## src/shared/ebt_pkg.sv

```systemverilog
// constants shared by the eight-bit timer: register indexes, field positions,
// reset values and prescaler ratios.
// assumes an APB slave with 32-bit data, one register per aligned word.
package ebt_pkg;
  // register indexes; byte address is four times the index
  localparam logic [9:0] IDX_CR2 = 10'h051;
  localparam logic [9:0] IDX_CR1 = 10'h052;
  localparam logic [9:0] IDX_CSR = 10'h053;
  localparam logic [9:0] IDX_ICR1 = 10'h055;
  localparam logic [9:0] IDX_OCR1 = 10'h057;
  localparam logic [9:0] IDX_CTR = 10'h059;
  localparam logic [9:0] IDX_ALTERNATE_COUNT_VIEW = 10'h05B;
  localparam logic [9:0] IDX_ICR2 = 10'h05D;
  localparam logic [9:0] IDX_OCR2 = 10'h05F;
  // control_reg_one fields
  localparam int CR1_ICIE = 7;
  localparam int CR1_OCIE = 6;
  localparam int CR1_OVERFLOW_IRQ_ENABLE = 5;
  localparam int CR1_FOLV2 = 4;
  localparam int CR1_FOLV1 = 3;
  localparam int CR1_OLVL2 = 2;
  localparam int CR1_IEDG1 = 1;
  localparam int CR1_OLVL1 = 0;
  // control_reg_two fields
  localparam int CR2_OC1E = 7;
  localparam int CR2_OC2E = 6;
  localparam int CR2_CC_LSB = 2;
  localparam int CR2_IEDG2 = 1;
  // timer_status_reg: flags occupy bits 7:3, disable bit 2
  localparam int CSR_FLAG_LSB = 3;
  localparam int CSR_TIMD = 2;
  // position inside the five-bit flag vector
  localparam int FL_ICF1 = 4;
  localparam int FL_OCF1 = 3;
  localparam int FL_TOF = 2;
  localparam int FL_ICF2 = 1;
  localparam int FL_OCF2 = 0;
  // reset values
  localparam logic [7:0] CR_RESET = 8'h00;
  localparam logic [7:0] CNT_RESET = 8'hFC;
  localparam logic [7:0] OCR_RESET = 8'h00;
  localparam logic [7:0] ICR_RESET = 8'h00;
  // clock_select_field codes
  localparam logic [1:0] CC_DIV4 = 2'h0;
  localparam logic [1:0] CC_DIV2 = 2'h1;
  localparam logic [1:0] CC_DIV8 = 2'h2;
  localparam logic [1:0] CC_OSC = 2'h3;
  // prescaler ratios
  localparam logic [2:0] DIV_CPU2 = 3'h2;
  localparam logic [2:0] DIV_CPU4 = 3'h4;
  localparam logic [2:0] DIV_CPU8 = 3'h0;
  localparam int unsigned DIV_OSC = 8000;
endpackage : ebt_pkg

```

## src/design/ebt_sync.sv

```systemverilog
// three-stage synchroniser for pins from outside the pclk domain.
// assumes asynchronous pins; output follows once stages two and three agree.
`timescale 1ns/10ps
module ebt_sync #(
  parameter int W = 1
) (
  input wire logic pclk,
  input wire logic presetn,
  input wire logic [W-1:0] pin,
  output logic [W-1:0] level
);
  logic [W-1:0] s1_q, s2_q, s3_q, lvl_q; // stage one feeds only stage two
  logic [W-1:0] lvl_d;

  // accept a new level only when the two later stages agree
  always_comb begin
    lvl_d = lvl_q;
    for (int i = 0; i < W; i++) begin
      if (s2_q[i] == s3_q[i]) begin
        lvl_d[i] = s3_q[i];
      end
    end
  end

  // registers only; pins idle high so all stages reset to one
  always_ff @(posedge pclk or negedge presetn) begin
    if (!presetn) begin
      s1_q <= '1;
      s2_q <= '1;
      s3_q <= '1;
      lvl_q <= '1;
    end else begin
      s1_q <= pin;
      s2_q <= s1_q;
      s3_q <= s2_q;
      lvl_q <= lvl_d;
    end
  end

  assign level = lvl_q;
endmodule : ebt_sync

```

## src/design/ebt_presc.sv

```systemverilog
// prescaler: one-cycle tick at the selected timer clock rate.
// assumes osc_edge is a one-cycle pulse per rising edge of half_osc_clock.
`timescale 1ns/10ps
module ebt_presc #(
  parameter int unsigned OSC_DIV = ebt_pkg::DIV_OSC
) (
  input wire logic pclk,
  input wire logic presetn,
  input wire logic clr,
  input wire logic run,
  input wire logic [1:0] sel,
  input wire logic osc_edge,
  output logic tick
);
  localparam int OW = $clog2(OSC_DIV);
  logic [2:0] cpu_q, cpu_d; // cpu_clock divider
  logic [OW-1:0] osc_q, osc_d; // oscillator edge divider
  logic [2:0] lim;
  logic cpu_tick, osc_tick;

  if (OSC_DIV < 2) begin : g_bad_div
    $error("ebt_presc: OSC_DIV must be at least 2");
  end

  // selected ratio minus one; divide-by-8 wraps the 3-bit counter
  always_comb begin
    case (sel)
      ebt_pkg::CC_DIV2: lim = ebt_pkg::DIV_CPU2 - 3'h1;
      ebt_pkg::CC_DIV8: lim = ebt_pkg::DIV_CPU8 - 3'h1;
      default: lim = ebt_pkg::DIV_CPU4 - 3'h1;
    endcase
  end

  assign cpu_tick = run && (sel != ebt_pkg::CC_OSC) && (cpu_q >= lim);
  assign osc_tick = run && (sel == ebt_pkg::CC_OSC) && osc_edge
                    && (osc_q == OW'(OSC_DIV - 1));
  assign tick = cpu_tick || osc_tick;

  // next divider counts; frozen while not running, cleared on counter reload
  always_comb begin
    cpu_d = cpu_q;
    osc_d = osc_q;
    if (clr) begin
      cpu_d = 3'h0;
      osc_d = '0;
    end else if (run) begin
      cpu_d = cpu_tick ? 3'h0 : cpu_q + 3'h1;
      if (osc_edge) begin
        osc_d = osc_tick ? '0 : osc_q + OW'(1);
      end
    end
  end

  always_ff @(posedge pclk or negedge presetn) begin
    if (!presetn) begin
      cpu_q <= 3'h0;
      osc_q <= '0;
    end else begin
      cpu_q <= cpu_d;
      osc_q <= osc_d;
    end
  end
endmodule : ebt_presc

```

## src/design/ebt_timer.sv

```systemverilog
// eight-bit timer: APB registers, prescaled free-running counter, overflow,
// two captures and two compares, with low-power and reset behaviour.
// assumes an APB master on pclk and a core that supplies its interrupt mask.
`timescale 1ns/10ps
module ebt_timer #(
  parameter int unsigned OSC_DIV = ebt_pkg::DIV_OSC, // half_osc_clock ratio
  parameter bit CAP1_BONDED = 1'b1, // capture_input_one reaches a pin
  parameter bit CAP2_BONDED = 1'b1 // capture_input_two reaches a pin
) (
  input wire logic pclk,
  input wire logic presetn,
  input wire logic psel,
  input wire logic penable,
  input wire logic pwrite,
  input wire logic [11:0] paddr,
  input wire logic [31:0] pwdata,
  output logic [31:0] prdata,
  output logic pready,
  output logic pslverr,
  input wire logic internal_reset,
  input wire logic halt_mode,
  input wire logic cpu_irq_mask,
  input wire logic half_osc_clock,
  input wire logic capture_input_one,
  input wire logic capture_input_two,
  output logic compare_output_one,
  output logic compare_output_two,
  output logic compare_output_one_en,
  output logic compare_output_two_en,
  output logic timer_irq
);
  // state
  logic [7:0] cr1_q, cr1_d; // control_reg_one
  logic [7:0] cr2_q, cr2_d; // control_reg_two
  logic timd_q, timd_d; // timer disable
  logic [7:0] cnt_q, cnt_d; // free-running count
  logic [7:0] icr1_q, icr1_d, icr2_q, icr2_d; // capture values
  logic [7:0] ocr1_q, ocr1_d, ocr2_q, ocr2_d; // compare values
  logic [4:0] flags_q, flags_d; // status flags
  logic [4:0] arm_q, arm_d; // flags seen by a status read
  logic oc1_q, oc1_d, oc2_q, oc2_d; // compare pin latches
  logic [1:0] cap_prev_q, cap_prev_d; // previous synced capture levels
  logic osc_prev_q, osc_prev_d; // previous synced oscillator level
  logic [31:0] rdata_q, rdata_d;

  // combinational
  logic [2:0] pin_lvl;
  logic [1:0] cap_lvl, cap_edge;
  logic run, tick, setup, access, mapped, reload, ovf;
  logic [4:0] ev, clr;

  // decode one register index from the byte address
  function automatic logic hit(input logic [11:0] a, input logic [9:0] idx);
    return (a[1:0] == 2'h0) && (a[11:2] == idx);
  endfunction

  // edge selected by an edge bit: one picks rising, zero falling
  function automatic logic pick_edge(input logic now, input logic was, input logic rise);
    return rise ? (now && !was) : (!now && was);
  endfunction

  if (OSC_DIV < 2 || OSC_DIV > 65535) begin : g_bad_div
    $error("ebt_timer: OSC_DIV out of range");
  end

  // all pins cross into pclk through three stages
  ebt_sync #(.W(3)) u_sync (
    .pclk(pclk),
    .presetn(presetn),
    .pin({half_osc_clock, capture_input_two, capture_input_one}),
    .level(pin_lvl)
  );

  // an unbonded input reads as constant one
  assign cap_lvl[0] = CAP1_BONDED ? pin_lvl[0] : 1'b1;
  assign cap_lvl[1] = CAP2_BONDED ? pin_lvl[1] : 1'b1;

  // halt freezes prescaler and count; wait mode has no input because it changes nothing
  assign run = !timd_q && !halt_mode && !internal_reset;

  ebt_presc #(.OSC_DIV(OSC_DIV)) u_presc (
    .pclk(pclk),
    .presetn(presetn),
    .clr(reload || internal_reset),
    .run(run),
    .sel(cr2_q[ebt_pkg::CR2_CC_LSB +: 2]),
    .osc_edge(pin_lvl[2] && !osc_prev_q),
    .tick(tick)
  );

  // bus phases and decode
  assign setup = psel && !penable;
  assign access = psel && penable;
  assign pready = 1'b1; // every access completes in its first access cycle
  assign mapped = hit(paddr, ebt_pkg::IDX_CR2) || hit(paddr, ebt_pkg::IDX_CR1)
                  || hit(paddr, ebt_pkg::IDX_CSR) || hit(paddr, ebt_pkg::IDX_ICR1)
                  || hit(paddr, ebt_pkg::IDX_OCR1) || hit(paddr, ebt_pkg::IDX_CTR)
                  || hit(paddr, ebt_pkg::IDX_ALTERNATE_COUNT_VIEW) || hit(paddr, ebt_pkg::IDX_ICR2)
                  || hit(paddr, ebt_pkg::IDX_OCR2);
  assign pslverr = access && !mapped;
  assign prdata = rdata_q;

  // a write to either view reloads the count
  assign reload = access && pwrite && (hit(paddr, ebt_pkg::IDX_CTR) || hit(paddr, ebt_pkg::IDX_ALTERNATE_COUNT_VIEW));
  assign ovf = tick && !reload && (cnt_q == 8'hFF);

  // capture edges, each with its own edge bit
  assign cap_edge[0] = pick_edge(cap_lvl[0], cap_prev_q[0], cr1_q[ebt_pkg::CR1_IEDG1]);
  assign cap_edge[1] = pick_edge(cap_lvl[1], cap_prev_q[1], cr2_q[ebt_pkg::CR2_IEDG2]);

  // hardware events into the flag vector
  always_comb begin
    ev = 5'h00;
    ev[ebt_pkg::FL_TOF] = ovf;
    ev[ebt_pkg::FL_ICF1] = cap_edge[0];
    ev[ebt_pkg::FL_ICF2] = cap_edge[1];
    ev[ebt_pkg::FL_OCF1] = tick && (cnt_q == ocr1_q) && !cr1_q[ebt_pkg::CR1_FOLV1];
    ev[ebt_pkg::FL_OCF2] = tick && (cnt_q == ocr2_q) && !cr1_q[ebt_pkg::CR1_FOLV2];
  end

  // second step of the clear: access to the owning register of an armed flag
  always_comb begin
    clr = 5'h00;
    if (access) begin
      clr[ebt_pkg::FL_TOF] = hit(paddr, ebt_pkg::IDX_CTR);
      clr[ebt_pkg::FL_ICF1] = hit(paddr, ebt_pkg::IDX_ICR1);
      clr[ebt_pkg::FL_ICF2] = hit(paddr, ebt_pkg::IDX_ICR2);
      clr[ebt_pkg::FL_OCF1] = hit(paddr, ebt_pkg::IDX_OCR1);
      clr[ebt_pkg::FL_OCF2] = hit(paddr, ebt_pkg::IDX_OCR2);
    end
    clr = clr & arm_q;
  end

  // read data is latched in the setup cycle so the access cycle can answer at once
  always_comb begin
    rdata_d = rdata_q;
    if (setup && !pwrite) begin
      rdata_d = 32'h0000_0000;
      if (hit(paddr, ebt_pkg::IDX_CR2)) begin
        rdata_d[7:0] = cr2_q;
      end else if (hit(paddr, ebt_pkg::IDX_CR1)) begin
        rdata_d[7:0] = cr1_q;
      end else if (hit(paddr, ebt_pkg::IDX_CSR)) begin
        rdata_d[7:0] = {flags_q, timd_q, 2'b00};
      end else if (hit(paddr, ebt_pkg::IDX_ICR1)) begin
        rdata_d[7:0] = icr1_q;
      end else if (hit(paddr, ebt_pkg::IDX_OCR1)) begin
        rdata_d[7:0] = ocr1_q;
      end else if (hit(paddr, ebt_pkg::IDX_CTR) || hit(paddr, ebt_pkg::IDX_ALTERNATE_COUNT_VIEW)) begin
        rdata_d[7:0] = cnt_q; // both views show the same count
      end else if (hit(paddr, ebt_pkg::IDX_ICR2)) begin
        rdata_d[7:0] = icr2_q;
      end else if (hit(paddr, ebt_pkg::IDX_OCR2)) begin
        rdata_d[7:0] = ocr2_q;
      end
    end
  end

  // next state of registers, counter, flags and pin latches
  always_comb begin
    cr1_d = cr1_q;
    cr2_d = cr2_q;
    timd_d = timd_q;
    ocr1_d = ocr1_q;
    ocr2_d = ocr2_q;
    icr1_d = cap_edge[0] ? cnt_q : icr1_q;
    icr2_d = cap_edge[1] ? cnt_q : icr2_q;
    cap_prev_d = cap_lvl;
    osc_prev_d = pin_lvl[2];
    // set wins over clear when both land together
    flags_d = (flags_q & ~clr) | ev;
    // a status read arms the flags that are set at that moment
    arm_d = arm_q & ~clr;
    if (access && !pwrite && hit(paddr, ebt_pkg::IDX_CSR)) begin
      arm_d = arm_d | flags_q;
    end
    // count: reload beats increment
    cnt_d = cnt_q;
    if (reload) begin
      cnt_d = ebt_pkg::CNT_RESET;
    end else if (tick) begin
      cnt_d = cnt_q + 8'h01;
    end
    // compare pins take the level on match, or follow it while forced
    oc1_d = oc1_q;
    oc2_d = oc2_q;
    if (cr1_q[ebt_pkg::CR1_FOLV1] || ev[ebt_pkg::FL_OCF1]) begin
      oc1_d = cr1_q[ebt_pkg::CR1_OLVL1];
    end
    if (cr1_q[ebt_pkg::CR1_FOLV2] || ev[ebt_pkg::FL_OCF2]) begin
      oc2_d = cr1_q[ebt_pkg::CR1_OLVL2];
    end
    // register writes; status flags and capture values are read-only
    if (access && pwrite) begin
      if (hit(paddr, ebt_pkg::IDX_CR2)) begin
        cr2_d = pwdata[7:0];
      end else if (hit(paddr, ebt_pkg::IDX_CR1)) begin
        cr1_d = pwdata[7:0];
      end else if (hit(paddr, ebt_pkg::IDX_CSR)) begin
        timd_d = pwdata[ebt_pkg::CSR_TIMD];
      end else if (hit(paddr, ebt_pkg::IDX_OCR1)) begin
        ocr1_d = pwdata[7:0];
      end else if (hit(paddr, ebt_pkg::IDX_OCR2)) begin
        ocr2_d = pwdata[7:0];
      end
    end
    // internal reset holds registers, count, captures, flags and pin latches at reset; edge history and read data still update
    if (internal_reset) begin
      cr1_d = ebt_pkg::CR_RESET;
      cr2_d = ebt_pkg::CR_RESET;
      timd_d = 1'b0;
      cnt_d = ebt_pkg::CNT_RESET;
      ocr1_d = ebt_pkg::OCR_RESET;
      ocr2_d = ebt_pkg::OCR_RESET;
      icr1_d = ebt_pkg::ICR_RESET;
      icr2_d = ebt_pkg::ICR_RESET;
      flags_d = 5'h00;
      arm_d = 5'h00;
      oc1_d = 1'b0;
      oc2_d = 1'b0;
    end
  end

  // registers only
  always_ff @(posedge pclk or negedge presetn) begin
    if (!presetn) begin
      cr1_q <= ebt_pkg::CR_RESET;
      cr2_q <= ebt_pkg::CR_RESET;
      timd_q <= 1'b0;
      cnt_q <= ebt_pkg::CNT_RESET;
      icr1_q <= ebt_pkg::ICR_RESET;
      icr2_q <= ebt_pkg::ICR_RESET;
      ocr1_q <= ebt_pkg::OCR_RESET;
      ocr2_q <= ebt_pkg::OCR_RESET;
      flags_q <= 5'h00;
      arm_q <= 5'h00;
      oc1_q <= 1'b0;
      oc2_q <= 1'b0;
      cap_prev_q <= 2'h3;
      osc_prev_q <= 1'b1;
      rdata_q <= 32'h0000_0000;
    end else begin
      cr1_q <= cr1_d;
      cr2_q <= cr2_d;
      timd_q <= timd_d;
      cnt_q <= cnt_d;
      icr1_q <= icr1_d;
      icr2_q <= icr2_d;
      ocr1_q <= ocr1_d;
      ocr2_q <= ocr2_d;
      flags_q <= flags_d;
      arm_q <= arm_d;
      oc1_q <= oc1_d;
      oc2_q <= oc2_d;
      cap_prev_q <= cap_prev_d;
      osc_prev_q <= osc_prev_d;
      rdata_q <= rdata_d;
    end
  end

  // pins are released while disabled so they stop drawing power
  assign compare_output_one = oc1_q;
  assign compare_output_two = oc2_q;
  assign compare_output_one_en = cr2_q[ebt_pkg::CR2_OC1E] && !timd_q;
  assign compare_output_two_en = cr2_q[ebt_pkg::CR2_OC2E] && !timd_q;

  // one shared request, held off by the core's mask and left pending
  assign timer_irq = !cpu_irq_mask && (
      (flags_q[ebt_pkg::FL_TOF] && cr1_q[ebt_pkg::CR1_OVERFLOW_IRQ_ENABLE])
      || ((flags_q[ebt_pkg::FL_ICF1] || flags_q[ebt_pkg::FL_ICF2]) && cr1_q[ebt_pkg::CR1_ICIE])
      || ((flags_q[ebt_pkg::FL_OCF1] || flags_q[ebt_pkg::FL_OCF2]) && cr1_q[ebt_pkg::CR1_OCIE]));
endmodule : ebt_timer

```

## config.mk

```make
export PLATFORM = sky130hd
export DESIGN_NAME = ebt_timer
export DESIGN_NICKNAME = d
export VERILOG_FILES = /design/src/shared/ebt_pkg.sv /design/src/design/ebt_sync.sv /design/src/design/ebt_presc.sv /design/src/design/ebt_timer.sv
export SDC_FILE = /design/constraint.sdc
export NUM_CORES = 1
export LEC_CHECK = 0
export BUFFER_PORTS_ARGS = -buffer_cell sky130_fd_sc_hd__buf_2
export CORE_MARGIN = 8
export CORE_UTILIZATION = 45
export DETAILED_ROUTE_END_ITERATION = 6
export GPL_TIMING_DRIVEN = 1
export PLACE_DENSITY = 0.78
export SLEW_MARGIN = 20
export SYNTH_ARGS = -nofsm -noshare
export SYNTH_HDL_FRONTEND = slang
export SYNTH_SLANG_ARGS = --single-unit
export TNS_END_PERCENT = 10
```

## constraint.sdc

```tcl
create_clock -name pclk -period 2.4 [get_ports pclk]
set_input_delay 0 -clock pclk [delete_from_list [all_inputs] [get_ports pclk]]
set_output_delay 0 -clock pclk [all_outputs]
set_load 0.03 [all_outputs]
```

; ---- Word-level counts from Yosys, hierarchy flattened
; Index checks and enable logic that the tools add are counted.
; W data, S select, Z words.
[totals]
ff_bits = 108
input_bits = 55
word_cells = 208
[op_classes]
addsub = 3
order_cmp = 1
eq_ne = 24
muxes = 58
n_bitwise = 6
n_reduce_logical = 93
[op_table]
columns = cell, n
row1 = $mux W8, 35
row2 = $eq A10 B7 Y1 const B, 9
row3 = $mux W13, 4
row4 = $logic_and A1 B1 Y1, 41
row5 = $reduce_bool A2 Y1, 12
row6 = $mux W5, 4
row7 = $logic_or A1 B1 Y1, 17
row8 = $eq A8 B8 Y1, 2
row9 = $and A5 B5 Y5, 3
row10 = $logic_not A1 Y1, 15
row11 = $add A13 B1 Y13 const B, 1
row12 = $eq A13 B13 Y1 const B, 1
row13 = $mux W1, 11
row14 = $ne A2 B2 Y1 const B, 5
row15 = $or A5 B5 Y5, 2
row16 = $mux W3, 3
row17 = $add A8 B1 Y8 const B, 1
row18 = $eq A8 B8 Y1 const B, 1
row19 = $pmux W3 S2, 1
row20 = $reduce_and A6 Y1, 1
row21 = $not A5 Y5, 1
row22 = $reduce_and A5 Y1, 1
row23 = $eq A2 B2 Y1 const B, 2
row24 = $reduce_and A2 Y1, 2
row25 = other kinds (8), 10

; ---- Longest topological paths before layout
; Gate-level depths: netlist of the first run.
[logic_depth]
depth_word = 12
mapped_depth = 8
depth_no_buf = 7

; ---- Modules after synthesis
; A second synthesis of the first run with hierarchy kept.
[hier_totals]
cells_unflattened = 606
hier_area_um2 = 5841.9
[by_module_without_submodules]
columns = module, instances, cells_per_inst, area_each_um2, seq_area_each_um2
row1 = ebt_timer, 1, 490, 4550.6, 2013.2
row2 = ebt_presc, 1, 101, 942.2, 400.4
row3 = ebt_sync, 1, 15, 349.1, 315.3

; ---- Worst setup path before layout of the first run
; OpenSTA, ideal clock, no wires.
[synth_timing]
kind = register -> register
from = register timd_q
to = register cnt_q[3]
arrival_ps = 2165
setup_slack_ps = 171
path_stages_with_launch = 9
path_cell_list = dfrtp_1 -> buf_6 -> or4b_4 -> buf_6 -> nor4b_4 -> a21oi_2 -> buf_2 -> or3_1 -> nand3_1
[synth_via]
elab_chain_cells = 8
[synth_lines]
columns = item, line_no
row1 = start: declaration, ebt_timer.sv:35  ; logic timd_q, timd_d;
row2 = start signal: assignment, ebt_timer.sv:245  ; timd_q <= timd_d;
row3 = $logic_not A1 Y1 *, ebt_timer.sv:79  ; assign run = !timd_q && !halt_mode && !internal_reset;
row4 = $logic_and A1 B1 Y1 * (2 in a row), ebt_timer.sv:79
row5 = $logic_and A1 B1 Y1 (2 in a row), ebt_presc.sv:35  ; assign osc_tick = run && (sel == ebt_pkg::CC_OSC) && osc_edge
row6 = $logic_and A1 B1 Y1, ebt_presc.sv:36  ; && (osc_q == OW'(OSC_DIV - 1));
row7 = $logic_or A1 B1 Y1 *, ebt_presc.sv:37  ; assign tick = cpu_tick || osc_tick;
row8 = $reduce_bool A3 Y1 (no source line) *, n/a
row9 = end signal: assignment, ebt_timer.sv:230  ; cnt_q <= ebt_pkg::CNT_RESET;
row10 = end signal: assignment, ebt_timer.sv:246  ; cnt_q <= cnt_d;
row11 = end: declaration, ebt_timer.sv:36  ; logic [7:0] cnt_q, cnt_d;
; Mark *: on every way between the ends. The rest lies on a longest branch, timed or not.
; A chain may end at the register's enable or synchronous reset.

; ---- Worst setup path in the final report of the first run
[layout_timing]
from = register u_sync.lvl_q[2], in the netlist u_sync.level[2]
to = register flags_q[2]
[layout_via]
elab_chain_cells = 8
[layout_lines]
columns = item, line_no
row1 = start: declaration, ebt_sync.sv:12  ; logic [W-1:0] s1_q, s2_q, s3_q, lvl_q;
row2 = start signal: assignment, ebt_sync.sv:36  ; lvl_q <= lvl_d;
row3 = $logic_and A1 B1 Y1, ebt_timer.sv:87  ; .osc_edge(pin_lvl[2] && !osc_prev_q),
row4 = $logic_and A1 B1 Y1, ebt_presc.sv:35
row5 = $logic_and A1 B1 Y1, ebt_presc.sv:36
row6 = $logic_or A1 B1 Y1, ebt_presc.sv:37
row7 = $logic_and A1 B1 Y1 (2 in a row), ebt_timer.sv:105  ; assign ovf = tick && !reload && (cnt_q == 8'hFF);
row8 = $or A5 B5 Y5, ebt_timer.sv:171  ; flags_d = (flags_q & ~clr) | ev;
row9 = $mux W5, ebt_timer.sv:208  ; if (internal_reset) begin
row10 = via flags_d[2], ebt_timer.sv:39  ; logic [4:0] flags_q, flags_d;
row11 = end signal: assignment, ebt_timer.sv:251  ; flags_q <= flags_d;
row12 = end: declaration, ebt_timer.sv:39
; The timed path passes the listed nets, and every way through them passes these cells.

==> results.cfg, run 1 <==
[sta]
post-route-min-period_ns = 2.29
fmax_mhz = 437
post-route-period-util = 0.954
setup_viol = 0
slew_headroom = 0.556
hold_violations = 0
slew_viol_final = 0
fin_skew_ns = 0.00890
whs_ns = 0.0246
tightest_slew_ns = 0.666
rsz0062_at_grt = yes

[die]
core_um2 = 13100
die_w_um = 131
start_util = 0.456
die_area_um2 = 17200
rows = 42
pin_count = 94
die-height_um = 131

[synth]
ys.flop_type = dfrtp_1
synth_top_family_by_area = simple AND/OR/NAND/NOR gates
synth_cell_type_count = 71
synth_edf_count = 0
ys_ff_latch = 108
synth_cells = 622
synthSimpleGateAreaFrac = 0.220
ys.warnings.count = 0
synth_fa_ha_area_frac = 0.0155
seq_area_frac_synth = 0.457
synth_compound_area_frac = 0.135
async_flop_share = 1.00
synth.area.mux_share = 0.0790
synth-xor-area-share = 0.0294
syn_area_um2 = 5970
avgSynthCellArea_um2 = 9.60

[layout]
final_area_um2 = 6820
fin_nets = 737
layout-drive-gt1-share = 0.182
fill_cells = 1203
fin_cells = 858
antennaDiodeCount = 0
syn_to_final_growth_pct = 14.2

[grt]
grt_pass1_wl_um = 28200
grt_pass1_vias = 5207
grt_max_degree = 57
grt_util_all_layers = 0.202
antenna_found_initial = 0
overflow = 0

[min_path]
hold_path_class = in2reg

[power]
p_leak_nw = 2.94
max-vdd-ir-drop_uv = 365
p_int_mw = 2.77
power_frac_seq = 0.501
comb_power_share = 0.104
clkPwrFrac = 0.395
p_sw_mw = 1.10
p_sw_frac = 0.284
power.density_nw_per_um2 = 568

[worst_setup_path]
worstPathCellList = or4b_4 -> nor4b_4 -> buf_4 -> a21o_1 -> and3_1 -> a41o_1
start_kind = flip-flop
crit_family = simple AND/OR/NAND/NOR gates
reg2reg_from = u_sync.level[2]$_DFFE_PN1N_
worstPathArrival_ns = 2.59
reg2reg_slack_ns = 0.11
reg2reg_to = flags_q[2]$_DFF_PN0_
startpoint = u_sync.level[2]$_DFFE_PN1N_
cp_slowest_cell = dfstp_2
r2r_cells = 6
cp-end-kind = flip-flop
max_stage_delay_ns = 0.56
crit_buf_inv = 1
critical_path_class = reg2reg
crit_cells = 6
worstSetupEndpoint = flags_q[2]$_DFF_PN0_
worst-path-max-fanout = 7
required_ns = 2.70

[route]
wirelength_um = 17200
routed-wl-met3_um = 1670
drt_iter0_drc = 456
wl_met1_um = 7170
wl_met2_um = 7820
wl_per_cell_um = 20.1
via_per_inst = 6.01
top_layer_used = met4
ant_nets = 0
first_pass_iters = 5
drc = 0
num_vias = 5154

[cts]
clockBufferDepth = 2
clk_latency_ns = 0.37
post_cts_buffers = 0
cts.sinks = 108
cts_tree = built
clk_pin_slew_ns = 0.08
cts-root-buf = clkbuf_16
htreeDepth = 3
cts_buffers = 9

[outcome]
status = finished clean

[placed_design]
placed_cells = 830
place.gp.congestion = 0.946
placed_area_um2 = 6370
numPortBuffers = 44
hpwl_um = 12600

[flow_run]
drv_cap = 0
==> layout by cell type, fill, tap and decap left out, types with 14 or more instances in the layout <==
cell      n
a22oi_1  14
dfstp_2  21
nand4_1  14
a21oi_1  36
nor2_1   65
conb_1   25
o21ai_0  20
buf_2    43
dfrtp_1  87
nand2_1  61
buf_4    27
mux2i_1  46
nand3_1  26
==> area by class of cell <==
cell class	instances	area, um2	area share
inverters	7	26.3	0.00385
flip-flops and latches	108	2730	0.400
multi-input cells	468	2970	0.436
clock inverters	7	83.8	0.0123
well taps	176	220	0.0323
clock buffers	9	225	0.0330
repair buffers	83	558	0.0819
==> through the flow <==
| stage | setup slack [ns] | TNS (ns) | utilization | total power, mW |
|---|---|---|---|---|
| final | 0.109 | 0 | 0.521 | 3.87 |
| after global routing | -0.00370 | -0.00370 | 0.521 | 4.00 |
| after CTS | 0.106 | 0 | 0.520 | 3.89 |
| after detailed placement | 0.116 | 0 | 0.487 | 2.35 |
| after global placement | 0.177 | 0 | 0.487 | 2.34 |
| after floorplan | 0.171 | 0 | - | 2.23 |
==> logic make-up (layout without fill, tap and decap cells) <==
logic type	count (synthesis)	in the layout
AND/OR/NAND/NOR	247	247
multiplexers	47	47
adder cells (fa/ha/maj)	8	8
flip-flops	108	108
buffers and inverters	69	106
XOR/XNOR	20	20
AO/OA/AOI/OAI	121	121
other	2	25
==> synth_stat cells (9+ instances only) <==
master | number | area share
dfrtp_1 | 87 | 0.36
nor2_1 | 65 | 0.041
nand2_1 | 61 | 0.038
mux2i_1 | 46 | 0.077
a21oi_1 | 37 | 0.031
clkbuf_1 | 28 | 0.018
nand3_1 | 26 | 0.022
buf_4 | 25 | 0.031
dfstp_2 | 21 | 0.092
o21ai_0 | 20 | 0.017
a22oi_1 | 14 | 0.018
nand4_1 | 14 | 0.015
xor2_1 | 12 | 0.018
and2_1 | 10 | 0.010
nand2b_1 | 9 | 0.0094
==> worst min-delay path: cells and delay by family <==
kind	cells	cell delay, ns
simple gates	2	0.14
compound gates	1	0.06
buf+inv	1	0.14
==> what timing repair did <==
| action | CTS | global route |
|---|---|---|
| endpoints found under the setup margin | 0 | 3 |
| resized for setup | 0 | 3 |
| hold buffers | 12 | 0 |
| endpoints found under the hold margin | 74 | 0 |
==> power groups by stage <==
stage	Combinational (mW)	Sequential [mW]	Clock, mW
after global placement	0.371	1.97	0
after global routing	0.439	1.95	1.62
after floorplan	0.262	1.97	0
after CTS	0.398	1.94	1.55
after detailed placement	0.382	1.97	0
final	0.401	1.94	1.53
==> per-layer routing <==
metal,up-vias,global-route usage
li1,2301,-
met3,41,0.0617
met2,264,0.305
met1,2548,0.255
met5,-,0
met4,0,0.108
==> how the worst min path moves through the flow <==
stage,endpoint,startpoint,depth (start not counted),slack (ns)
floorplan,arm_q[0]$_DFF_PN0_,presetn,0,-0.30
global placement,cr2_q[0]$_DFFE_PN0P_,presetn,1,0.06
detailed placement,cr2_q[0]$_DFFE_PN0P_,presetn,1,0.08
CTS,u_presc.cpu_q[0]$_DFFE_PN0P_,halt_mode,4,0.01
global route,u_presc.cpu_q[1]$_DFFE_PN0P_,halt_mode,3,0.06
finish,u_presc.cpu_q[0]$_DFFE_PN0P_,halt_mode,4,0.02
==> registers in the layout (all words and copies together), names as in the netlist, 8 cells and up <==
signal and cells:
u_presc.osc_q 13, cnt_q 8, prdata 8, icr2_q 8, ocr2_q 8, cr1_q 8, ocr1_q 8, cr2_q 8
icr1_q 8
Note: power is estimated with default switching activity, not from simulation.
==> run 2, diff against run 1 <==
--- a/config.mk
+++ b/config.mk
@@ -5,6 +5,7 @@
 export SDC_FILE = /design/constraint.sdc
 export NUM_CORES = 1
 export LEC_CHECK = 0
+export ABC_AREA = 1
 export BUFFER_PORTS_ARGS = -buffer_cell sky130_fd_sc_hd__buf_2
 export CORE_MARGIN = 8
 export CORE_UTILIZATION = 45
==> run 2 against run 1 <==
  * First-iteration DRC count is 5.7% lower
  * Global-route usage is 2.4 points lower
  * Critical path depth is 5 higher
  * Clock power hardly changed
  * Combinational power is 42% higher
  * Non-clock buffer count is 21 lower
  * Largest power group unchanged
  * Highest routed layer unchanged
==> results.cfg, run 2 <==
[sta]
post-route-period-util = 0.808
hold_violations = 0
fin_skew_ns = 0.00575
fin_ws_ns = 0.461
tns_ns = 0
tightest_slew_ns = 0.803
slew_headroom = 0.460
post-route-min-period_ns = 1.94
setup_viol = 0
fmax_mhz = 516
rsz0062_at_grt = no
slew_viol_final = 0
whs_ns = 0.00461

[layout]
fin_cells = 1018
syn_to_final_growth_pct = 11.8
fill_cells = 1259
antennaDiodeCount = 0
regMostFlops = u_presc.osc_q
mostFrequentLayoutCells = 186 x nand2_1, 91 x inv_1, 87 x dfrtp_1
layout-drive-gt1-share = 0.165
fin_nets = 897
final_common_cell = nand2_1
largest_reg_flops = 13

[cts]
cts-resized-gates = 0
cts.sinks = 108
post_cts_buffers = 0
clk_latency_ns = 0.35
htreeDepth = 3
cts-root-buf = clkbuf_16
clockBufferDepth = 2
cts_buffers = 9
clk_pin_slew_ns = 0.07
cts_tree = built

[worst_setup_path]
reg2reg_to = compare_output_two$_DFFE_PN0P_
reg2reg_from = cr2_q[2]$_DFFE_PN0P_
worst-path-max-fanout = 10
required_ns = 2.64
cp-end-kind = flip-flop
worstPathArrival_ns = 2.18
start_kind = flip-flop
r2r_cells = 11
critical_path_class = reg2reg
worstSetupEndpoint = compare_output_two$_DFFE_PN0P_
reg2reg_slack_ns = 0.46
startpoint = cr2_q[2]$_DFFE_PN0P_

[grt]
antenna_found_initial = 0
use_met3 = 0.0370
top_usage_layer = met2
grt_util_all_layers = 0.178
grt_pass1_vias = 5272
grt_pass1_wl_um = 25400
overflow = 0
grt.met1_usage = 0.222
use_met2 = 0.283
grt_max_degree = 57

[flow_run]
drv_cap = 0

[synth]
seq_area_frac_synth = 0.450
synth_cell_type_count = 43
yosysMostFrequentCell = nand2_1
yosysTopAreaCell = dfrtp_1
syn_area_um2 = 6070
yosys.area.top_type_share = 0.359
ys.flop_type = dfrtp_1
avgSynthCellArea_um2 = 7.76
ys.warnings.count = 0
async_flop_share = 1.00
synth_cells = 782
synth_edf_count = 0
netlist_top_cells_area = dfrtp_1 36%, nand2_1 12%, dfstp_2 9.1%
ys_ff_latch = 108
synth_commonest_cells = 186 x nand2_1, 91 x inv_1, 87 x dfrtp_1

[route]
drc = 0
num_vias = 5262
via_per_inst = 5.17
wl_per_cell_um = 14.8
drt_iter0_drc = 430
wirelength_um = 15100
first_pass_iters = 5
ant_nets = 0

[placed_design]
numPortBuffers = 44
hpwl_um = 11600
placed_cells = 995
pre_cts_slack_ns = 0.488
place.gp.congestion = 0.949

[power]
max-vdd-ir-drop_uv = 445
p_leak_nw = 3.38
p_sw_mw = 1.17
p_int_mw = 2.98
power_mw = 4.15
p_sw_frac = 0.282
power.density_nw_per_um2 = 611
clkPwrFrac = 0.364
power_frac_seq = 0.499
comb_power_share = 0.137

[die]
pin_count = 94
die_w_um = 132
die-height_um = 132
start_util = 0.460
core_um2 = 13200
rows = 42
die_area_um2 = 17500

[min_path]
hold_path_class = in2reg

[outcome]
status = finished clean
## run 2: kinds of logic (layout without fill, tap and decap cells)
family / Yosys count / after routing / share of synthesized area
compound gates: 120 / 120 / 0.106
xor+xnor: 20 / 20 / 0.0289
fa+ha+maj: 8 / 8 / 0.0153
buf+inv: 146 / 183 / 0.111
flops: 108 / 108 / 0.450
mux: 3 / 3 / 0.00556
other cells: 2 / 25 / 0.00124
simple gates: 375 / 375 / 0.283
## run 2: final cells by class
type                       instances  area [um2]  share of cell area
sequential                       108        2730               0.402
inverter                         105         394              0.0581
clock inverter                     5        61.3             0.00903
multi-input combinational        551        2750               0.406
clock buffer                      11         243              0.0358
tap                              176         220              0.0324
timing repair buffer              62         388              0.0571
## run 2: metrics by stage
stage | utilization | cell area (um2)
3_5_place_dp | 0.486 | 6410
3_3_place_gp | 0.486 | 6410
6_report | 0.515 | 6790
5_1_grt | 0.515 | 6790
2_1_floorplan | - | 6160
4_1_cts | 0.515 | 6790
## run 2: worst min-delay path by stage
stage                     startpoint                    end  slack, ns  cells after the start
final                      pwdata[6]  ocr1_q[6]$_DFFE_PN0P_      0.005                      3
after global routing       pwdata[6]  ocr1_q[6]$_DFFE_PN0P_       0.02                      3
after CTS                  pwdata[0]  ocr1_q[0]$_DFFE_PN0P_     0.0009                      3
after detailed placement     presetn  prdata[4]$_DFFE_PN0P_       0.10                      1
after global placement       presetn   cr1_q[5]$_DFFE_PN0P_       0.10                      1
after floorplan              presetn     arm_q[0]$_DFF_PN0_      -0.30                      0
## run 2: repair_timing
action	4_1_cts	5_1_grt
setup endpoints to repair	0	0
hold buffers	7	0
hold endpoints to repair	47	0
## run 2: layer usage
metal | vias up | share of wire | wire (um)
li1 | 2566 | - | -
met1 | 2470 | 0.44 | 6580
met2 | 179 | 0.46 | 6900
met3 | 47 | 0.065 | 982
met4 | 0 | 0.043 | 653
met5 | - | 0 | 0
## run 2: critical path: stages, from the launching register on
cell and delay [ns]:
dfrtp_1 0.40, inv_1 0.09, nand2_1 0.06, ha_1 0.29, a21oi_1 0.15, nand2_1 0.07
nand3_1 0.18, nand2_2 0.21, nand2_1 0.15, nand2_1 0.06, o21ai_1 0.11, nor2_1 0.06
## run 2: power groups by stage
stage | registers, mW | clock network, mW | logic, mW
detailed placement | 2.10 | 0 | 0.556
global route | 2.08 | 1.61 | 0.641
global placement | 2.09 | 0 | 0.544
CTS | 2.07 | 1.53 | 0.568
floorplan | 2.07 | 0 | 0.408
finish | 2.07 | 1.51 | 0.570
